[config.mk]
export PLATFORM = sky130hd
export DESIGN_NAME = hsfs_supervisor
export DESIGN_NICKNAME = d
export VERILOG_FILES = /design/src/design/hsfs_pkg.sv /design/src/design/hsfs_dgl_if.sv /design/src/design/hsfs_deglitch.sv /design/src/design/hsfs_supervisor.sv
export SDC_FILE = /design/constraint.sdc
export NUM_CORES = 1
export LEC_CHECK = 0
export BUFFER_PORTS_ARGS = -buffer_cell sky130_fd_sc_hd__buf_4
export CORE_UTILIZATION = 44
export CTS_CLUSTER_SIZE = 25
export DETAILED_ROUTE_END_ITERATION = 8
export HOLD_SLACK_MARGIN = 0.03
export RECOVER_POWER = 100
export SKIP_LAST_GASP = 1
export SYNTH_ARGS = -nofsm -noshare
export SYNTH_HDL_FRONTEND = slang
export SYNTH_SLANG_ARGS = --single-unit
[constraint.sdc]
create_clock -name aclk -period 2.5 [get_ports aclk]
set_input_delay 0.25 -clock aclk [delete_from_list [all_inputs] [get_ports aclk]]
set_output_delay 0.25 -clock aclk [all_outputs]
set_load 0.01 [all_outputs]
[src/design/hsfs_pkg.sv]
// Shared constants and types of the high side fault supervisor
package hsfs_pkg;

	// ========================================
	// Clock and timing
	localparam int CLK_PERIOD_NS = 50;
	localparam int CL_DGL_NS = 2500;
	localparam int REL_DGL_NS = 2500;
	localparam int ABS_DGL_NS = 20000;
	localparam int OL_DGL_NS = 500000;
	// Least times, so round up to whole cycles
	localparam int CL_DGL_CYC = (CL_DGL_NS + CLK_PERIOD_NS - 1) / CLK_PERIOD_NS;
	localparam int REL_DGL_CYC = (REL_DGL_NS + CLK_PERIOD_NS - 1) / CLK_PERIOD_NS;
	localparam int ABS_DGL_CYC = (ABS_DGL_NS + CLK_PERIOD_NS - 1) / CLK_PERIOD_NS;
	localparam int OL_DGL_CYC = (OL_DGL_NS + CLK_PERIOD_NS - 1) / CLK_PERIOD_NS;
	// Retry and standby deglitch durations are free choices
	localparam int RETRY_NS = 1000000;
	localparam int STBY_NS = 2000000;
	localparam int RETRY_CYC = (RETRY_NS + CLK_PERIOD_NS - 1) / CLK_PERIOD_NS;
	localparam int STBY_CYC = (STBY_NS + CLK_PERIOD_NS - 1) / CLK_PERIOD_NS;
	localparam int DGL_CNT_W = 16;
	localparam int LONG_CNT_W = 24;

	// ========================================
	// Qualified fault indices
	localparam int Q_CL = 0;
	localparam int Q_REL = 1;
	localparam int Q_ABS = 2;
	localparam int Q_OL = 3;
	localparam int NUM_Q = 4;

	// ========================================
	// Register map
	localparam logic [7:0] REG_CTRL = 8'h00;
	localparam logic [7:0] REG_STATUS = 8'h04;
	localparam logic [7:0] REG_EVENT = 8'h08;
	localparam logic CTRL_RST = 1'b0;
	localparam int CTRL_FORCE_OFF = 0;
	localparam int EV_CL = 0;
	localparam int EV_TSD = 1;
	localparam int EV_OL = 2;
	localparam int EV_UV = 3;
	localparam int EV_LOSS = 4;
	localparam int NUM_EV = 5;
	localparam logic [NUM_EV-1:0] EVENT_RST = 5'h00;
	localparam logic [1:0] RESP_OKAY = 2'h0;
	localparam logic [1:0] RESP_SLVERR = 2'h2;

	// ========================================
	// Types
	typedef enum logic [1:0] {MODE_NORMAL, MODE_STANDBY, MODE_STANDBY_DIAG} hsfs_mode_t;
	typedef enum logic [1:0] {CH_OFF, CH_ON, CH_RETRY, CH_LATCHED} hsfs_chan_t;
	typedef enum logic [1:0] {SEL_CTRL, SEL_STATUS, SEL_EVENT, SEL_NONE} hsfs_sel_t;

endpackage

[src/design/hsfs_dgl_if.sv]
// Raw and qualified fault conditions between supervisor and deglitch filter
`timescale 1ns/1ps
`default_nettype none
interface hsfs_dgl_if;
	logic [3:0] raw;
	logic [3:0] qual;
	modport filt (input raw, output qual);
	modport sup (output raw, input qual);
endinterface
`default_nettype wire

[src/design/hsfs_deglitch.sv]
// Per-condition deglitch filter: sets after a steady run, clears at once
`timescale 1ns/1ps
`default_nettype none
module hsfs_deglitch import hsfs_pkg::*; #(
	parameter int unsigned CL_CYC = CL_DGL_CYC,
	parameter int unsigned REL_CYC = REL_DGL_CYC,
	parameter int unsigned ABS_CYC = ABS_DGL_CYC,
	parameter int unsigned OL_CYC = OL_DGL_CYC
) (
	// Clock and reset
	input wire logic aclk,
	input wire logic aresetn,
	input wire logic clk_en,
	// Conditions
	hsfs_dgl_if.filt dg
);

	logic [DGL_CNT_W-1:0] cnt_r [NUM_Q];
	logic [3:0] qual_r;

	function automatic logic [DGL_CNT_W-1:0] lim_of(input int idx);
		unique case (idx)
			Q_CL: lim_of = DGL_CNT_W'(CL_CYC - 1);
			Q_REL: lim_of = DGL_CNT_W'(REL_CYC - 1);
			Q_ABS: lim_of = DGL_CNT_W'(ABS_CYC - 1);
			default: lim_of = DGL_CNT_W'(OL_CYC - 1);
		endcase
	endfunction

	// ========================================
	// Filters
	always_ff @(posedge aclk) begin
		if (!aresetn) begin
			for (int i = 0; i < NUM_Q; i++) begin
				cnt_r[i] <= '0;
			end
			qual_r <= '0;
		end else if (clk_en) begin
			for (int i = 0; i < NUM_Q; i++) begin
				if (!dg.raw[i]) begin
					cnt_r[i] <= '0;
					qual_r[i] <= 1'b0;
				end else if (cnt_r[i] == lim_of(i)) begin
					qual_r[i] <= 1'b1;
				end else begin
					cnt_r[i] <= cnt_r[i] + 1'b1;
				end
			end
		end
	end

	assign dg.qual = qual_r;

endmodule
`default_nettype wire

[src/design/hsfs_supervisor.sv]
// Fault supervisor of a single-channel high side switch with AXI4-Lite status
//
// Overview of operation
// - Off-state open load: fault line low, sense full-scale
// - Open-load pull-up connected only while diagnostics enabled
// - Short to battery reported exactly like open load
// - Latch-select picks latch-off or automatic retry
// - After retry wait, latch low restarts channel
// - Latch high after wait keeps channel off
// - Release with latch low resumes auto-retry
// - Release with latch high resumes latch mode
// - Current limit drives fault line and full-scale sense
// - Relative thermal trip shuts channel down
// - Fault stays shown during shutdown and retry wait
// - Absolute trip waits for hysteresis and retry time
// - Latch mode holds off until latch/enable toggle
// - Protection works regardless of diagnostic enable
// - Undervoltage lockout with fall and rise thresholds
// - Ground or supply loss forces output off
// - Diagnostic enable multiplexes sense/status reporting
// - Three working modes: normal, standby, standby diagnostic
// - Standby only after enable low past deglitch
// - Deglitch: 2.5 us, 2.5 us, 20 us, 500 us
// - Off-state open-load indication clears by itself
//
// The implementer's own choices: the AXI4-Lite slave port and the address map.
`timescale 1ns/1ps
`default_nettype none
module hsfs_supervisor import hsfs_pkg::*; #(
	parameter int unsigned ADDR_W = 8,
	parameter int unsigned RETRY_CNT = RETRY_CYC,
	parameter int unsigned STBY_CNT = STBY_CYC,
	parameter int unsigned OL_CNT = OL_DGL_CYC
) (
	// Clock, reset, clock enable
	input wire logic aclk,
	input wire logic aresetn,
	input wire logic clk_en,
	// AXI4-Lite write
	input wire logic [ADDR_W-1:0] s_axi_awaddr,
	input wire logic s_axi_awvalid,
	output logic s_axi_awready,
	input wire logic [31:0] s_axi_wdata,
	input wire logic [3:0] s_axi_wstrb,
	input wire logic s_axi_wvalid,
	output logic s_axi_wready,
	output logic [1:0] s_axi_bresp,
	output logic s_axi_bvalid,
	input wire logic s_axi_bready,
	// AXI4-Lite read
	input wire logic [ADDR_W-1:0] s_axi_araddr,
	input wire logic s_axi_arvalid,
	output logic s_axi_arready,
	output logic [31:0] s_axi_rdata,
	output logic [1:0] s_axi_rresp,
	output logic s_axi_rvalid,
	input wire logic s_axi_rready,
	// Host control pins
	input wire logic enable_in,
	input wire logic latch_select,
	input wire logic sense_report_enable,
	// Analog comparator events
	input wire logic current_limit_trip,
	input wire logic relative_temp_trip,
	input wire logic absolute_temp_trip,
	input wire logic abs_temp_recovered,
	input wire logic offstate_openload_margin,
	input wire logic supply_low_fall_trip,
	input wire logic supply_low_rise_trip,
	input wire logic ground_lost,
	input wire logic supply_lost,
	// Power stage and diagnostic outputs
	output logic channel_drive,
	output logic fault_status_n_o,
	output logic fault_status_n_oe,
	output logic sense_fault_level,
	output logic sense_current_en,
	output logic openload_pullup_en,
	output var hsfs_mode_t work_mode
);

	hsfs_dgl_if dg ();

	hsfs_chan_t chan_r;
	logic abs_hit_r;
	logic [LONG_CNT_W-1:0] retry_cnt_r;
	logic [LONG_CNT_W-1:0] stby_cnt_r;
	logic uv_lock_r;
	logic force_off_r;
	logic [NUM_EV-1:0] event_r;
	logic [NUM_EV-1:0] ev_set;
	logic [NUM_EV-1:0] ev_clr;
	logic kill;
	logic fault_active;
	logic fault_report;
	logic drive_nxt;
	logic aw_got_r;
	logic w_got_r;
	logic [ADDR_W-1:0] awaddr_r;
	logic [31:0] wdata_r;
	logic [3:0] wstrb_r;
	logic wr_fire;
	hsfs_sel_t wr_sel;
	logic [31:0] rd_word;

	function automatic hsfs_sel_t decode(input logic [ADDR_W-1:0] addr);
		if (addr == ADDR_W'(REG_CTRL)) begin
			decode = SEL_CTRL;
		end else if (addr == ADDR_W'(REG_STATUS)) begin
			decode = SEL_STATUS;
		end else if (addr == ADDR_W'(REG_EVENT)) begin
			decode = SEL_EVENT;
		end else begin
			decode = SEL_NONE;
		end
	endfunction

	// ========================================
	// Fault qualification
	// Current limit only counts while the stage is driven; open load is
	// only seen with the pull-up in place, i.e. with diagnostics enabled
	assign dg.raw[Q_CL] = current_limit_trip & channel_drive;
	assign dg.raw[Q_REL] = relative_temp_trip;
	assign dg.raw[Q_ABS] = absolute_temp_trip;
	assign dg.raw[Q_OL] = offstate_openload_margin & ~channel_drive & sense_report_enable;

	hsfs_deglitch #(
		.CL_CYC(CL_DGL_CYC),
		.REL_CYC(REL_DGL_CYC),
		.ABS_CYC(ABS_DGL_CYC),
		.OL_CYC(OL_CNT)
	) u_dgl (
		.aclk(aclk),
		.aresetn(aresetn),
		.clk_en(clk_en),
		.dg(dg.filt)
	);

	// ========================================
	// Undervoltage lockout with hysteresis
	always_ff @(posedge aclk) begin
		if (!aresetn) begin
			uv_lock_r <= 1'b1;
		end else if (clk_en) begin
			if (supply_low_fall_trip) begin
				uv_lock_r <= 1'b1;
			end else if (supply_low_rise_trip) begin
				uv_lock_r <= 1'b0;
			end
		end
	end

	assign kill = uv_lock_r | ground_lost | supply_lost | force_off_r;

	// ========================================
	// Channel recovery state machine
	// Thermal trips act whatever the diagnostic enable says
	always_ff @(posedge aclk) begin
		if (!aresetn) begin
			chan_r <= CH_OFF;
			abs_hit_r <= 1'b0;
			retry_cnt_r <= '0;
		end else if (clk_en) begin
			unique case (chan_r)
				CH_OFF: begin
					if (enable_in) begin
						chan_r <= CH_ON;
					end
				end
				CH_ON: begin
					if (!enable_in) begin
						chan_r <= CH_OFF;
					end else if (dg.qual[Q_REL] || dg.qual[Q_ABS]) begin
						chan_r <= CH_RETRY;
						abs_hit_r <= dg.qual[Q_ABS];
						retry_cnt_r <= '0;
					end
				end
				CH_RETRY: begin
					if (retry_cnt_r != LONG_CNT_W'(RETRY_CNT - 1)) begin
						retry_cnt_r <= retry_cnt_r + 1'b1;
					end else if (!abs_hit_r || abs_temp_recovered) begin
						if (latch_select) begin
							chan_r <= CH_LATCHED;
						end else if (enable_in) begin
							chan_r <= CH_ON;
						end else begin
							chan_r <= CH_OFF;
						end
					end
				end
				CH_LATCHED: begin
					// Latch is read live, so a later fault follows its level
					if (!enable_in) begin
						chan_r <= CH_OFF;
					end else if (!latch_select) begin
						chan_r <= CH_ON;
					end
				end
			endcase
		end
	end

	assign drive_nxt = (chan_r == CH_ON) & enable_in & ~kill;

	always_ff @(posedge aclk) begin
		if (!aresetn) begin
			channel_drive <= 1'b0;
		end else if (clk_en) begin
			channel_drive <= drive_nxt;
		end
	end

	// ========================================
	// Diagnostic reporting
	assign fault_active = (dg.qual[Q_CL] & channel_drive)
		| (chan_r == CH_RETRY) | (chan_r == CH_LATCHED)
		| dg.qual[Q_OL];
	assign fault_report = fault_active & sense_report_enable;

	always_ff @(posedge aclk) begin
		if (!aresetn) begin
			fault_status_n_o <= 1'b0;
			fault_status_n_oe <= 1'b0;
			sense_fault_level <= 1'b0;
			sense_current_en <= 1'b0;
			openload_pullup_en <= 1'b0;
		end else if (clk_en) begin
			// Open drain: only ever pulls low, released otherwise
			fault_status_n_o <= 1'b0;
			fault_status_n_oe <= fault_report;
			sense_fault_level <= fault_report;
			sense_current_en <= sense_report_enable & drive_nxt & ~fault_active;
			openload_pullup_en <= sense_report_enable;
		end
	end

	// ========================================
	// Working mode with standby deglitch
	// A PWM low phase shorter than the deglitch never reaches standby
	always_ff @(posedge aclk) begin
		if (!aresetn) begin
			stby_cnt_r <= '0;
			work_mode <= MODE_NORMAL;
		end else if (clk_en) begin
			if (enable_in) begin
				stby_cnt_r <= '0;
				work_mode <= MODE_NORMAL;
			end else if (stby_cnt_r != LONG_CNT_W'(STBY_CNT - 1)) begin
				stby_cnt_r <= stby_cnt_r + 1'b1;
			end else begin
				work_mode <= sense_report_enable ? MODE_STANDBY_DIAG : MODE_STANDBY;
			end
		end
	end

	// ========================================
	// Event flags, write one to clear, a new event beats the clear
	assign ev_set[EV_CL] = dg.qual[Q_CL] & channel_drive;
	assign ev_set[EV_TSD] = chan_r == CH_ON && enable_in && (dg.qual[Q_REL] || dg.qual[Q_ABS]);
	assign ev_set[EV_OL] = dg.qual[Q_OL];
	assign ev_set[EV_UV] = uv_lock_r;
	assign ev_set[EV_LOSS] = ground_lost | supply_lost;
	assign ev_clr = (wr_fire && wr_sel == SEL_EVENT && wstrb_r[0]) ? wdata_r[NUM_EV-1:0] : '0;

	always_ff @(posedge aclk) begin
		if (!aresetn) begin
			event_r <= EVENT_RST;
		end else if (clk_en) begin
			event_r <= (event_r & ~ev_clr) | ev_set;
		end
	end

	// ========================================
	// AXI4-Lite write channel
	assign wr_fire = aw_got_r & w_got_r & ~s_axi_bvalid;
	assign wr_sel = decode(awaddr_r);

	always_ff @(posedge aclk) begin
		if (!aresetn) begin
			aw_got_r <= 1'b0;
			w_got_r <= 1'b0;
			awaddr_r <= '0;
			wdata_r <= '0;
			wstrb_r <= '0;
			s_axi_awready <= 1'b0;
			s_axi_wready <= 1'b0;
			s_axi_bvalid <= 1'b0;
			s_axi_bresp <= RESP_OKAY;
		end else if (clk_en) begin
			s_axi_awready <= ~aw_got_r & ~(s_axi_awvalid & s_axi_awready);
			s_axi_wready <= ~w_got_r & ~(s_axi_wvalid & s_axi_wready);
			if (s_axi_awvalid && s_axi_awready) begin
				aw_got_r <= 1'b1;
				awaddr_r <= s_axi_awaddr;
			end
			if (s_axi_wvalid && s_axi_wready) begin
				w_got_r <= 1'b1;
				wdata_r <= s_axi_wdata;
				wstrb_r <= s_axi_wstrb;
			end
			if (wr_fire) begin
				s_axi_bvalid <= 1'b1;
				s_axi_bresp <= (wr_sel == SEL_NONE) ? RESP_SLVERR : RESP_OKAY;
			end else if (s_axi_bvalid && s_axi_bready) begin
				s_axi_bvalid <= 1'b0;
				aw_got_r <= 1'b0;
				w_got_r <= 1'b0;
			end
		end
	end

	always_ff @(posedge aclk) begin
		if (!aresetn) begin
			force_off_r <= CTRL_RST;
		end else if (clk_en) begin
			if (wr_fire && wr_sel == SEL_CTRL && wstrb_r[0]) begin
				force_off_r <= wdata_r[CTRL_FORCE_OFF];
			end
		end
	end

	// ========================================
	// AXI4-Lite read channel
	always_comb begin
		rd_word = '0;
		unique case (decode(s_axi_araddr))
			SEL_CTRL: rd_word[CTRL_FORCE_OFF] = force_off_r;
			SEL_STATUS: rd_word = {21'h000000, uv_lock_r, dg.qual, work_mode,
				chan_r == CH_RETRY, chan_r == CH_LATCHED, fault_active, channel_drive};
			SEL_EVENT: rd_word[NUM_EV-1:0] = event_r;
			SEL_NONE: rd_word = '0;
		endcase
	end

	always_ff @(posedge aclk) begin
		if (!aresetn) begin
			s_axi_arready <= 1'b0;
			s_axi_rvalid <= 1'b0;
			s_axi_rdata <= '0;
			s_axi_rresp <= RESP_OKAY;
		end else if (clk_en) begin
			if (s_axi_arvalid && s_axi_arready) begin
				s_axi_arready <= 1'b0;
				s_axi_rvalid <= 1'b1;
				s_axi_rdata <= rd_word;
				s_axi_rresp <= (decode(s_axi_araddr) == SEL_NONE) ? RESP_SLVERR : RESP_OKAY;
			end else if (s_axi_rvalid && s_axi_rready) begin
				s_axi_rvalid <= 1'b0;
			end else if (!s_axi_rvalid) begin
				s_axi_arready <= 1'b1;
			end
		end
	end

endmodule
`default_nettype wire

After elaboration in Yosys (flattened, before gate mapping)
Memories as Yosys holds them, arrays and structs flattened.
Cells that the tools add are included.

operators by class
  add/subtract/negate cells = 6
  $mul = 0
  divide/modulo/power cells = 0
  $lt $le $gt $ge = 0
  equality and inequality tests = 34
  shift-type cells = 0
  muxes and demuxes = 114
  bitwise gates (word level) = 41
  reduce and logical (&&, ||, !) cells = 42

operator list
  cell                     number
  $mux W16                 20
  $mux W24                 5
  $add A16 B1 Y16 const B  4
  $eq A16 B16 Y1           4
  $mux W1                  63
  $add A24 B1 Y24 const B  2
  $pmux W24 S2             1
  $mux W2                  20
  $reduce_and A2 Y1        14
  $ne A24 B15 Y1 const B   1
  $ne A24 B16 Y1 const B   1
  $ne A2 B2 Y1 const B     10
  $eq A8 B3 Y1 const B     2
  $eq A8 B4 Y1 const B     2
  $logic_not A8 Y1         2
  $and A1 B1 Y1            15
  $or A1 B1 Y1             15
  $eq A2 B2 Y1 const B     7
  $logic_and A1 B1 Y1      11
  $reduce_bool A2 Y1       5
  $not A1 Y1               8
  $pmux W2 S4              1
  $pmux W4 S2              1
  $logic_not A2 Y1         3
  other kinds (15)         20

word-level totals
  flip-flop bits (word level) = 125
  bits in latches = 0
  RAM bits = 64
  bits in read-only memories = 0
  output and inout port bits = 49
  logic and storage cells = 267
  memories kept = 1

memory list
  memory       depth  bits a word  read ports  clocked after Yosys merged registers in  write ports  RTL line             RTL
  u_dgl.cnt_r  4      16           4           0                                        4            hsfs_deglitch.sv:18  logic [DGL_CNT_W-1:0] cnt_r [NUM_Q];

Depth between registers and ports, before layout
  depth after elaboration = 13
  depth in mapped cells = 10
  depth with buffers taken out = 9

Cells and area by module
Synthesis repeated with hierarchy kept, for this count alone.

second synthesis, totals
  cell total of the unflattened synthesis = 939
  area, all modules = 8653.3 sq um

modules (own cells, without submodules)
  module           times used  cells each  area each (sq um)
  hsfs_supervisor  1           592         5007.3
  hsfs_deglitch    1           347         3646.0

Worst setup path after synthesis
OpenSTA, ideal clock, no wires.

  path type = input port to flip-flop
  start point = input clk_en
  end point = memory u_dgl.cnt_r[0][0] (enable)
  library setup time = 372 ps
  data arrival time = 1836 ps
  slack = 292 ps
  stages on the path = 6
  buffers on the path = 4
  path through = buf_2 -> clkbuf_1 -> buf_1 -> clkbuf_1 -> o21ai_0 -> nand2_1

RTL lines
  what                RTL line               RTL
  start: declaration  hsfs_supervisor.sv:38  input wire logic clk_en,
  end: declaration    hsfs_deglitch.sv:18

Worst setup path in the final report
  start point = register stby_cnt_r[20]
  end point = register stby_cnt_r[6]

on the way
  longest elaborated chain between the ends = 3

ends and longest elaborated chain
  what                                 RTL line                RTL
  start: declaration                   hsfs_supervisor.sv:87   logic [LONG_CNT_W-1:0] stby_cnt_r;
  start signal: assignment             hsfs_supervisor.sv:250  stby_cnt_r <= stby_cnt_r + 1'b1;
  $ne A24 B16 Y1                       hsfs_supervisor.sv:249  end else if (stby_cnt_r != LONG_CNT_W'(STBY_CNT - 1)) begin
  $reduce_bool A2 Y1 (no source line)  n/a
  $reduce_and A2 Y1 (no source line)   n/a

Every way passes these cells.
A chain may end at the register's enable or synchronous reset.

==> impl_summary.txt <==
----------------------------------------------------
[Status]
  Outcome ... complete, no violations

[Worst setup path]
  Category of the worst setup path capture point ... flip-flop
  Critical path peak fanout ... 10
  Arrival time reported for the critical path endpoint ... between 2 and 3 ns
  Cell chain of the critical path ... nor4_1 -> or4bb_1 -> o21ai_1 -> nor4_1 -> o21a_1
  Critical Path Slowest Stage Cell ... or4bb_1
  CP max stage delay ... ~0.58 ns
  Data required time at the worst endpoint ... 2.82 ns
  CP startpoint kind ... flip-flop
  Worst setup path class ... flip-flop to flip-flop
  Cell repeated most along the worst path ... nor4_1

[Global route]
  First-pass GRT wire length ... 31020 um
  Residual overflow from global routing ... 0
  Antenna violations before repair ... 0
  Pin count of the biggest net entering global routing ... between 40 and 50
  Number of global-route vias before repair ... approximately 6000
  Overall global routing resource usage ... 19.41%

[Route]
  WL met2 ... around 8700 um
  Detailed-routed wire length on met3 ... 737 um
  Ratio of routed vias to standard cells ... around 5.3
  Number of DRC violations after detailed-routing iteration 0 ... between 300 and 400
  Met1 routed wirelength after detailed routing ... between 9000 and 10000 um
  Total Wirelength ... roughly 19000 um
  Number of nets with antenna violations after detailed routing ... 0
  Initial DRT Pass Iterations ... 5
  Highest metal layer with signal wires ... met4
  Number of remaining DRC errors ... 0
  Via count of the routed design ... a little under 7000
  Routed wire per std cell ... between 10 and 15 um

[Timing]
  Max-slew violation count ... 0
  Total negative setup slack ... 0 ns
  RSZ-0062 raised after global routing ... no
  Achievable frequency ... 434.3 MHz
  Final min period ... 2.303 ns
  Endpoints failing hold ... 0
  Clock tree skew after final layout ... approximately 0.007 ns
  Worst slew margin ... just under 20%
  Final cycle utilization of the critical path ... 92.11%
  Final setup violating endpoints ... 0
  Least-Margin Pin Slew ... 1.205 ns

[CTS]
  Clock tree buffer depth ... 2
  Sinks on Clock Net ... ~170
  Root buffer selected by CTS ... clkbuf_16
  Total clock buffers created by CTS ... 17
  CTS tree ... yes
  Clock-pin slew reported for the worst setup and hold paths after clock tree synthesis ... ~0.060 ns
  H-tree depth ... 4
  Latest clock arrival within the worst-skew pair ... approximately 0.43 ns

[Synth]
  Area fraction in compound gates after synthesis ... around 12%
  Dominant synthesized flop cell ... dfxtp_1
  Netlist cell types ... 66
  Post-synthesis sequential area ratio ... 45.89%
  Post-Synthesis Cell Area ... 8638 um2
  Post-synthesis share of cell area spent on and, or, nand and nor gates ... between 20% and 30%
  Async SR Flop Fraction ... 0%
  Number of flops mapped to enable cells by yosys ... 64
  Adder-Cell Fraction of Synth Area ... 1.738%
  Synth warnings ... 0
  Largest family of logic cells by synthesized area ... simple AND/OR/NAND/NOR gates
  Flop and latch count out of synthesis ... ~170
  Instance count of the mapped netlist ... roughly 940
  Area share of xor/xnor cells in the synthesized design ... under 10%
  Multiplexer fraction of the synthesized cell area ... 1.390%
  Syn_area_per_cell ... around 9.2 um2

[Pwr]
  Static Leak ... approximately 0.0035 uW
  Peak supply drop ... about 0.45 mV
  Pwr Density ... around 600 nW/um2

[Die]
  Number of placed I/O pins ... around 120
  Core area ... roughly 19000 um2
  Effective utilization at floorplan ... 45.57%
  Horiz. Die Dim ... 142.1 um
  Height of the chip ... approximately 140 um
  Die area ... around 20000 um2
  Number of rows in the core area ... 50

[Layout]
  Fill cells ... about 1800
  Final Instance Area ... 9766 um2
  Proportion of layout cells with a drive suffix above 1 ... a little under a tenth
  Signed area change from the synthesized netlist to the final layout ... 13.05%
  Seq. cell area ... slightly below 4000 um2
  Final Non-Filler Cells ... between 1000 and 1500
  Final-stage net count ... 1090
  Number of antenna repair diodes ... 0
  Combined area of the multi-input logic cells ... 4299 um2

[Flow run]
  Total of max-cap violations ... 0

[Placed design]
  Placed insts ... between 1000 and 1500
  Sum of net half-perimeters after detailed placement ... around 13000 um
  Standard cell area after detailed placement ... 9350 um2
  RD Place Congestion ... between 0.7 and 0.8
  Count of port buffers added during placement ... 66

[Hold path]
  Kind of path behind the tightest hold check ... primary input to flip-flop

----------------------------------------------------
==> flip-flops by register name, indices dropped and copies added, names as in the netlist, 4 cells and up <==
name and flops:
s_axi_rdata 11, event_r 5, stby_cnt_r 24, u_dgl.dg.qual 4, u_dgl.cnt_r 64, wdata_r 5, retry_cnt_r 24, awaddr_r 8
==> final cells by class <==
type | count | share of cell area (%)
tap | 260 | 3.331
clock buffer | 21 | 4.830
timing repair buffer | 86 | 5.484
clock inverter | 11 | 1.012
sequential | 166 | 40.59
inverter | 19 | 0.7303
multi-input combinational | 716 | 44.02
==> cells in the mapped netlist (all sizes together), types with 10 or more instances <==
cell type    n  area, um2
xnor2       35      306.5
a21boi      30      225.2
nor2       110      415.4
ha          12      150.1
and2        11      68.82
mux2i       12      120.1
inv         19      71.32
a21oi       32      160.2
nor4        16      112.6
o21ai       29      156.4
or4         10      81.33
edfxtp      64       1922
buf         37      249.0
clkbuf      27      101.4
nor3        19      106.4
nor2b       19      118.9
and3        25      157.6
nand3       49      245.2
xor2        33      289.0
nand2      118      442.9
dfxtp      102       2042
and4        15      131.4
nand4       27      168.9
==> per-layer routing <==
layer / vias up / GRT usage (%)
met1: 3152 / 26.66
met3: 13 / 4.307
met4: 0 / 5.376
met2: 95 / 30.60
li1: 3469 / -
met5: - / 0
==> stage by stage <==
step | total power, uW | worst slack [ns] | utilization (%) | hold slack (ns)
6_report | 5818 | 0.1974 | 51.52 | 0.08024
5_1_grt | 6015 | 0.03311 | 51.52 | 0.07685
4_1_cts | 5888 | 0.2089 | 52.39 | 0.06748
3_5_place_dp | 3344 | 0.2959 | 49.33 | 0.4554
3_3_place_gp | 3341 | 0.2925 | 49.33 | 0.4491
2_1_floorplan | 3231 | 0.2920 | - | 0.3782
==> power by group <==
part	switching [uW]	total, uW	leakage [uW]	internal [uW]
clock	1090	2540	0.000274	1450
combinational	181	316	0.00168	134
sequential	77.5	2960	0.00154	2880
total	1350	5820	0.00349	4470
==> cell families after synthesis <==
logic type | after synthesis
AND/OR/NAND/NOR | 454
AO/OA/AOI/OAI | 146
buffers and inverters | 83
other | 1
adder cells (fa/ha/maj) | 12
multiplexers | 12
XOR/XNOR | 68
flip-flops | 166
==> cell usage in the layout (no fill, tap or decap), drive strengths merged, types with 6 or more instances in the layout <==
| master | count |
|---|---|
| a2111o | 7 |
| a21boi | 30 |
| a21oi | 32 |
| and2 | 11 |
| and3 | 25 |
| and4 | 15 |
| buf | 50 |
| clkbuf | 56 |
| clkinv | 7 |
| conb | 24 |
| dfxtp | 102 |
| edfxtp | 64 |
| ha | 12 |
| inv | 20 |
| mux2i | 12 |
| nand2 | 118 |
| nand3 | 49 |
| nand4 | 27 |
| nor2 | 110 |
| nor2b | 19 |
| nor3 | 19 |
| nor3b | 7 |
| nor4 | 16 |
| o21ai | 29 |
| or3 | 6 |
| or4 | 10 |
| xnor2 | 35 |
| xor2 | 33 |
==> timing repair <==
| action | 4_1_cts | 5_1_grt |
|---|---|---|
| hold endpoints to repair | 1 | 0 |
| buffers inserted | 0 | 0 |
| gates resized for setup | 0 | 0 |
| hold buffers | 1 | 0 |
==> worst max-delay path, delay by kind of cell (launching register included) <==
kind               cells  cell delay (ns)
AOI/OAI and AO/OA      2             0.73
and+or+nand+nor        3             1.13
DFF                    1             0.34
==> path summary, 6_finish.rpt <==
path                   from       endpoint  slack, ns  depth (start not counted)
max reg2reg  stby_cnt_r[20]  stby_cnt_r[6]       0.20                          5
min          s_axi_wdata[0]     wdata_r[0]       0.08                          3
min reg2reg     awaddr_r[4]    awaddr_r[4]       0.46                          2
max          stby_cnt_r[20]  stby_cnt_r[6]       0.20                          5
Power figures use the tool's default switching activity.
